--- config.mk ---
export PLATFORM = sky130hd
export DESIGN_NAME = lsu_memory_access_port
export DESIGN_NICKNAME = d
export VERILOG_FILES = /design/src/design/lane_align.v /design/src/design/lsu_memory_access_port.v
export VERILOG_INCLUDE_DIRS = /design/src /design/src/design
export SDC_FILE = /design/constraint.sdc
export NUM_CORES = 1
export LEC_CHECK = 0
export BUFFER_PORTS_ARGS = -buffer_cell sky130_fd_sc_hd__buf_4
export CAP_MARGIN = 25
export CORE_UTILIZATION = 46
export DETAILED_ROUTE_END_ITERATION = 8
export PLACE_DENSITY_LB_ADDON = 0.08
export SLEW_MARGIN = 20
export SYNTH_ARGS = -nofsm -noshare
export SYNTH_HDL_FRONTEND = slang
export SYNTH_HIERARCHICAL = 1
export SYNTH_SLANG_ARGS = --single-unit
--- constraint.sdc ---
create_clock -name clk -period 3.88 [get_ports clk]
set_input_delay 0 -clock clk [delete_from_list [all_inputs] [get_ports clk]]
set_output_delay 0 -clock clk [all_outputs]
set_load 0.05 [all_outputs]
--- src/design/lsu_port_regs.vh ---
`ifndef LSU_PORT_REGS_VH
`define LSU_PORT_REGS_VH

// =============================================
// Operation codes
`define OP_LD32  3'h0
`define OP_LD16U 3'h1
`define OP_LD16S 3'h2
`define OP_LD8U  3'h3
`define OP_LD8S  3'h4
`define OP_ST32  3'h5
`define OP_ST16  3'h6
`define OP_ST8   3'h7

// =============================================
// Mask values and timing
`define MASK_NONE 4'h0
`define MASK_ALL  4'hF
`define MASK_LO16 4'h3
`define MASK_HI16 4'hC
`define MASK_B0   4'h1
`define LOAD_LATENCY 2

`endif

--- src/design/lane_align.v ---
`timescale 1ns/1ps
// =============================================
// Lane placement helper, purely combinational
module lane_align (
  // Operation inputs
  input  wire [2:0]  op_code,
  input  wire [1:0]  addr_low,
  input  wire [31:0] store_value,
  // Lane outputs
  output reg  [3:0]  lane_mask,
  output reg  [31:0] lane_data
);
`include "lsu_port_regs.vh"

  // Mask shifted by the low address bits, data replicated across the lanes, zero cycles deep
  always @* begin
    case (op_code)
      `OP_LD16U, `OP_LD16S, `OP_ST16: begin
        lane_mask = addr_low[1] ? `MASK_HI16 : `MASK_LO16;
        lane_data = {2{store_value[15:0]}};
      end
      `OP_LD8U, `OP_LD8S, `OP_ST8: begin
        lane_mask = `MASK_B0 << addr_low;
        lane_data = {4{store_value[7:0]}};
      end
      default: begin
        lane_mask = `MASK_ALL;
        lane_data = store_value;
      end
    endcase
  end
endmodule

--- src/design/lsu_memory_access_port.v ---
`timescale 1ns/1ps
// =============================================
// Load-store memory port of the core
module lsu_memory_access_port (
  // Clock and reset
  input  wire        clk,
  input  wire        reset,
  // Core side
  input  wire        trigger_in,
  input  wire [2:0]  op_code,
  input  wire [31:0] op_addr,
  input  wire [31:0] op_store_data,
  input  wire        core_stall_in,
  output wire        trigger_pulse,
  output wire        stall_request,
  output reg  [31:0] load_result,
  // Request channel
  output reg         access_valid,
  input  wire        access_accept,
  output reg  [31:0] access_byte_addr,
  output reg         write_not_read,
  output reg  [3:0]  byte_lane_mask,
  output reg  [31:0] write_payload,
  // Return channel
  input  wire        return_valid,
  output reg         return_accept,
  input  wire [31:0] return_payload
);
`include "lsu_port_regs.vh"

  localparam [2:0] ST_IDLE = 3'b001;
  localparam [2:0] ST_REQ  = 3'b010;
  localparam [2:0] ST_RET  = 3'b100;

  reg  [2:0]  state_reg;
  reg  [2:0]  state_next;
  reg  [2:0]  pend_op_reg;
  wire [3:0]  lane_mask;
  wire [31:0] lane_data;
  wire        req_fire;
  wire        ret_fire;
  wire        is_store;

  // =============================================
  // Operation decoding
  // Stores finish at the request transfer and never open the return channel
  function is_store_op;
    input [2:0] op;
    begin
      case (op)
        `OP_ST32,
        `OP_ST16,
        `OP_ST8: begin
          is_store_op = 1'b1;
        end
        default: begin
          is_store_op = 1'b0;
        end
      endcase
    end
  endfunction

  // =============================================
  // Normal operation logic
  // Trigger only while the core runs, so a locked cycle never retriggers
  assign trigger_pulse = trigger_in & ~core_stall_in;
  // Direction is decided from the code seen in the trigger cycle
  assign is_store      = is_store_op(op_code);
  // Both handshakes are plain AND terms; nothing is remembered between them
  assign req_fire      = access_valid & access_accept;
  assign ret_fire      = return_valid & return_accept;

  // Lock purely from own registers and memory inputs, never from core_stall_in
  assign stall_request = (access_valid & ~access_accept) |
                         (return_accept & ~return_valid);

  lane_align u_lane (
    .op_code     (op_code),
    .addr_low    (op_addr[1:0]),
    .store_value (op_store_data),
    .lane_mask   (lane_mask),
    .lane_data   (lane_data)
  );

  // Right-justified return data extended by load kind
  // The memory has already moved the addressed bytes down to bit 0,
  // so only the width and the sign treatment are left to do here
  function [31:0] extend_load;
    input [2:0]  op;
    input [31:0] d;
    begin
      case (op)
        `OP_LD16U: extend_load = {16'h0000, d[15:0]};
        `OP_LD16S: extend_load = {{16{d[15]}}, d[15:0]};
        `OP_LD8U:  extend_load = {24'h000000, d[7:0]};
        `OP_LD8S:  extend_load = {{24{d[7]}}, d[7:0]};
        default:   extend_load = d;
      endcase
    end
  endfunction

  // =============================================
  // Sequence control
  // Idle waits for a trigger, request waits for the memory to take the
  // access, and return waits for read data; only one access is ever open
  always @* begin
    state_next = state_reg;
    case (state_reg)
      ST_IDLE: begin
        if (trigger_pulse) begin
          state_next = ST_REQ;
        end
      end
      ST_REQ: begin
        if (req_fire) begin
          state_next = write_not_read ? ST_IDLE : ST_RET;
        end
      end
      ST_RET: begin
        if (ret_fire) begin
          state_next = ST_IDLE;
        end
      end
      default: begin
        state_next = ST_IDLE;
      end
    endcase
  end

  // State register; reset parks the sequencer in idle
  always @(posedge clk) begin
    if (reset) begin
      state_reg <= ST_IDLE;
    end else begin
      state_reg <= state_next;
    end
  end

  // =============================================
  // Request channel
  // Valid rises the cycle after the trigger and falls after the transfer.
  // A trigger while busy is ignored; the core is locked then, except in a cycle where a transfer completes.
  always @(posedge clk) begin
    if (reset) begin
      access_valid <= 1'b0;
    end else if (state_reg == ST_IDLE && trigger_pulse) begin
      access_valid <= 1'b1;
    end else if (req_fire) begin
      access_valid <= 1'b0;
    end
  end

  // Request fields are loaded once per operation and then stand still,
  // so the memory may take the access in any later cycle
  always @(posedge clk) begin
    if (reset) begin
      access_byte_addr <= 32'h00000000;
      write_not_read   <= 1'b0;
      byte_lane_mask   <= `MASK_NONE;
      write_payload    <= 32'h00000000;
      pend_op_reg      <= `OP_LD32;
    end else if (state_reg == ST_IDLE && trigger_pulse) begin
      access_byte_addr <= op_addr;
      write_not_read   <= is_store;
      byte_lane_mask   <= lane_mask;
      write_payload    <= lane_data;
      pend_op_reg      <= op_code;
    end
  end

  // =============================================
  // Return channel
  // Accept opens after a read transfer and closes once data is taken.
  // Keeping it low for stores means a stray return never reaches the result.
  always @(posedge clk) begin
    if (reset) begin
      return_accept <= 1'b0;
    end else if (ret_fire) begin
      return_accept <= 1'b0;
    end else if (req_fire) begin
      return_accept <= ~write_not_read;
    end
  end

  // =============================================
  // Post-operation logic
  // Result captured at the final cycle of the load; with the request
  // cycle in front, a load can never finish in fewer than two cycles.
  // The result register stands until the next load completes.
  always @(posedge clk) begin
    if (reset) begin
      load_result <= 32'h00000000;
    end else if (ret_fire) begin
      load_result <= extend_load(pend_op_reg, return_payload);
    end
  end

  // =============================================
  // Limitations
  // Only one access is outstanding; a memory that could pipeline
  // several requests gains nothing here, traded for a simple lock.
  // The upper address bits pass straight through, so the memory side
  // decides what an address outside its range means.
  // Store data is replicated across all lanes; the mask alone says
  // which lanes carry the valid bytes.
endmodule

; Word level (Yosys, flattened, before mapping)
; Index checks and enable logic that the tools add are counted.
[word_totals]
ff_bits = 109
latch_bits = 0
ram_bits = 0
romBits = 0
inputBits = 105
output_inout_bits = 105
wordCells = 56
mem_count = 0
[op_classes]
addsub = 0
mul = 0
n_div = 0
n_lt_le_gt_ge = 0
eq_ne = 17
shift = 1
mux = 12
bitwise = 10
reduce_logical = 7
[op_table]
columns = operator, count
row1 = $pmux W32 S4, 1
row2 = $pmux W32 S2, 1
row3 = $eq A3 B3 Y1 const B, 6
row4 = $eq A3 B2 Y1 const B, 5
row5 = $mux W3, 4
row6 = $eq A3 B1 Y1 const B, 3
row7 = $pmux W3 S3, 1
row8 = $reduce_or A3 Y1, 3
row9 = $pmux W4 S2, 1
row10 = $ne A2 B2 Y1 const B, 3
row11 = $and A1 B1 Y1, 5
row12 = $mux W4, 1
row13 = $not A1 Y1, 4
row14 = $shl A1 B2 Y4 const A, 1
row15 = $mux W1, 3
row16 = $reduce_and A3 Y1, 1
row17 = $reduce_bool A2 Y1, 1
row18 = $reduce_or A2 Y1, 1
row19 = $logic_and A1 B1 Y1, 1
row20 = $or A1 B1 Y1, 1

; Longest topological paths before layout
[depth]
depth_word = 4
depth_mapped = 7
ltp_nobuf = 5

; By module
; The synthesis kept the hierarchy.
[modules_own_cells]
columns = mod, n_inst, cells_per_inst, area_per_inst_um2, seq_area_each_um2
row1 = lsu_memory_access_port, 1, 485, 3975.1, 2182.1
row2 = lane_align, 1, 95, 819.5, 0.0

; Worst setup path before layout
; Ideal clock, no wire load.
[synth_path]
path_kind = reg-to-output
from = reg return_accept
to = out stall_request
arrival_time_ns = 1.856
slack_ns = 2.024
path_stages_with_launch = 3
n_path_buf = 0
cell_sequence = dfxtp_1 inv_1 o21ai_0
[synth_between]
elab_chain_len = 2
[synth_rtl]
columns = item, line
row1 = "start, declared", lsu_memory_access_port.v:26  ; output reg return_accept,
row2 = "start signal, assigned", lsu_memory_access_port.v:181  ; return_accept <= ~write_not_read;
row3 = $and A1 B1 Y1, lsu_memory_access_port.v:75  ; (return_accept & ~return_valid);
row4 = $or A1 B1 Y1, lsu_memory_access_port.v:74  ; assign stall_request = (access_valid & ~access_accept) |
row5 = "end, declared", lsu_memory_access_port.v:15  ; output wire stall_request,
; No other way between the ends.

; Final worst setup path
[layout_path]
from = reg state_reg[2]
to = reg access_byte_addr[23]
[layout_between]
elab_chain_len = 2
[layout_rtl]
columns = item, line
row1 = "start, declared", lsu_memory_access_port.v:35  ; reg [2:0] state_reg;
row2 = "start signal, assigned", lsu_memory_access_port.v:135  ; state_reg <= state_next;
row3 = $eq A3 B1 Y1, lsu_memory_access_port.v:162  ; end else if (state_reg == ST_IDLE && trigger_pulse) begin
row4 = $logic_and A1 B1 Y1, lsu_memory_access_port.v:162
row5 = "end signal, assigned", lsu_memory_access_port.v:163  ; access_byte_addr <= op_addr;
row6 = "end, declared", lsu_memory_access_port.v:20  ; output reg [31:0] access_byte_addr,
; No other way between the ends.
; A chain may end at the register's enable or synchronous reset.

==> results <==
- The routed wire length per instance is roughly 15 um.
- In this run the tightest slew margin relative to its limit is 38.9%.
- The die boundary width is 104 um.
- Setup violations remaining at the end of the flow were counted as 0.
- The final antenna diode count is 0.
- The H-tree was split into 3 levels.
- The maximum root-to-sink buffer count is 2.
- The area of combinational cells with multiple inputs is 2320 um^2.
- Of the post-synthesis cell area, the dominant cell type holds a little under half.
- The total overflow left after global routing is 0.
- The initial cell density of the core is 48.2%.
- Detailed placement ended at an HPWL of 8980 um.
- The most used flip-flop cell after synthesis is dfxtp_1.
- The critical path in this run is classified as flop to flop.
- The mean instance size in the synthesized netlist is around 8.3 um^2.
- The element type at the critical path end is a flop.
- The worst-case setup slack after placement is between 1.5 and 2 ns.
- Yosys mapped a number of flops with a built-in enable equal to 0.
- The netlist uses 38 different library cells.
- Across the VDD grid, the largest voltage drop is roughly 0.26 mV.
- Summing all non-filler instances in the final layout gives an area of 7300 um^2.
- On the final layout, the worst clock skew is 0.00714 ns.
- The worst path arrival time is 2.53 ns.
- The setup TNS after final layout is 0 ns.
- The total track usage is 26.4%.
- The region available for standard cell placement spans between 9000 and 10,000 um^2.
- The worst setup path is launched from a flop.
- The number of sinks driven by the clock tree is approximately 110.
- The clock root buffer is clkbuf_8.
- The number of antenna violations at the first check in global routing is 0.
- Setup repair after global routing left no endpoint under its margin.
- The total count of max-transition violations in the final report is 0.
- The number of buffers added on ports is approximately 210.
- The number of nets with antenna violations after routing is 0.
- The static leakage is a little over 3 nW.
- The first global-routing pass estimated between 20,000 and 25,000 um of wire.
- The post-route worst setup slack is 1.65 ns.
- After detailed placement, the total cell area comes to between 6000 and 7000 um^2.
- The number of clock buffers added by TritonCTS is 9.
- The cell type with the highest aggregate area in the netlist is dfxtp_1.
- The kind of path behind the tightest hold check is input pin to flop.
- The register bit total from synthesis is between 100 and 150.
- The layout net count is between 900 and 1,000.
- Across all layers, the routed design uses just under 5,000 vias.
- The number of DRC markers in iteration 0 is between 200 and 250.
- The floorplan has 36 rows.
- The final worst-path cycle share is between 50% and 60%.
- In the final layout, the registers with the most flip-flops are access_byte_addr (32), load_result (32), write_payload (32).
- In the synthesized netlist, the number of instances is 580.
- The max-capacitance violation count is 0.
- The final hold violation count is 0.
- The area growth from synthesis to layout is 52.2%.
- The total setup buffers inserted after CTS is 0.
- Entering global routing, the biggest net connects 56 pins.
- The die covers between 10,000 and 15,000 um^2.
- The congestion estimate from routability-driven global placement came to between 0.8 and 0.9.
- The power density over the cells is 400 nW/um^2.
- The count of placed standard cells including taps is a little under 900.
- Summing every instance area after synthesis gives about 4800 um^2.
- The number of standard cells in the final layout excluding fillers is 970.
- Sequential elements use a little under half of the synthesized area.
- For this run, the number of Yosys warnings is 6.
- For the pin with the worst max-slew slack, the measured transition is between 0.9 and 1 ns.
- The post-layout utilization of the core is about three quarters.
- Registers take approximately 2200 um^2.
- Clock-pin slew was measured on the worst setup and hold paths at roughly 0.10 ns.
- The flow ran to the end, and the final reports show no timing, DRC or antenna violations.
- The ratio of routed vias to standard cells is roughly 5.1.
- After layout, the minimum clock period comes to 2.23 ns.
- The most critical setup path has its startpoint at state_reg[2].
- The top achievable clock speed is 449 MHz.
- Summed over all layers, the routed wires come to around 14,000 um.
- Data on the critical path is required at its endpoint by around 4.2 ns.
- The number of design rule violations left after detail routing is 0.
- After synthesis, the cell types taking the most area are dfxtp_1 (46%), nand2_1 (14%), a21oi_1 (9.5%), mux2_2 (7.5%), mux2i_1 (3.3%).
- The ratio of cells with drive above 1 in the final layout is about a third.
- The number of filler instances in the final layout is 749.
- The number of global-route vias before repair is roughly 4,700.
- The launch point of the worst hold path is core_stall_in.
- The die is 104 um tall.
- For this run, asynchronously set or reset flops after synthesis account for 0%.
- The clock network latency to the later pin of the worst-skew pair is between 0.3 and 0.4 ns.
- The post-synth net total is between 600 and 700.
- The iteration count of the initial detailed-routing pass is 6.
- In this run the worst path has a maximum fanout of 50.
- TritonCTS built the clock tree.
- In this run the count of I/O pins placed on the die edge is between 200 and 250.
- The launch instance of the worst register-to-register path is state_reg[2].
-- cells by family after synthesis --
logic type	share of synthesized area (%)
and+or+nand+nor	20.0
AOI/OAI and AO/OA	17.2
DFF	45.5
buffers and inverters	6.11
muxes	10.9
xor gates and xnor gates	0.339
-- repair_timing --
item                                   CTS  global route
endpoints found under the hold margin   78             0
hold buffers                            75             0
gates resized for setup                  0             0
-- metrics by stage --
step           total power [mW]  hold slack, ns
2_1_floorplan              1.89           0.136
3_3_place_gp               2.15           0.246
3_5_place_dp               2.17           0.256
4_1_cts                    2.93         0.00199
5_1_grt                    3.07          0.0332
6_report                   2.92          0.0101
-- synthesized netlist by cell type (3+ instances only) --
master	n
nand2_1	185
dfxtp_1	109
a21oi_1	91
mux2_2	32
nor2_1	27
clkbuf_1	24
buf_4	17
mux2i_1	16
o21ai_0	11
a211oi_2	10
nor3_1	8
a211oi_1	6
buf_6	4
inv_1	4
buf_2	3
nor2b_1	3
-- cell type report --
| cell class | count | area share, % |
|---|---|---|
| inverters | 4 | 0.206 |
| flip-flops and latches | 109 | 29.9 |
| well taps | 133 | 2.28 |
| repair buffers | 289 | 33.0 |
| multi-input cells | 419 | 31.8 |
| clock inverters | 6 | 0.857 |
| clock buffers | 10 | 1.89 |
-- layer usage --
metal  track usage (%)  routed length, um  up-vias
li1                  -                  -     2431
met1              32.0               6020     2272
met2              46.6               7310      187
met3              4.89                819       25
met4              9.80                291        0
met5                 0                  0        -
-- cells in the final DEF (no fill, tap or decap), types with 3 or more instances in the layout --
cell type | synthesis | routed
a211oi_1 | 6 | 6
a211oi_2 | 10 | 10
a21oi_1 | 91 | 91
buf_4 | 17 | 211
clkbuf_8 | 0 | 10
clkinvlp_4 | 0 | 3
dfxtp_1 | 109 | 109
dlygate4sd3_1 | 0 | 75
inv_1 | 4 | 4
mux2_2 | 32 | 32
mux2i_1 | 16 | 16
nand2_1 | 185 | 184
nor2_1 | 27 | 27
nor2b_1 | 3 | 3
nor3_1 | 8 | 8
o21ai_0 | 11 | 11
-- final timing paths --
path         depth (start not counted)                    to  slack (ns)
max                                  5  access_byte_addr[23]        1.65
min                                  4          state_reg[0]        0.01
max reg2reg                          5  access_byte_addr[23]        1.65
min reg2reg                          2     write_payload[22]        0.46
-- critical path, cell delays in order, from the launching register on --
cell and delay, ns:
dfxtp_1 0.36, nor3b_2 0.34, and2_2 0.82, buf_4 0.40
nand2_1 0.10, a21oi_1 0.14
-- power breakdown --
group / switching [mW] / internal (mW)
sequential: 0.0549 / 1.21
clock: 0.381 / 0.314
combinational: 0.603 / 0.356
Power figures use the tool's default switching activity.
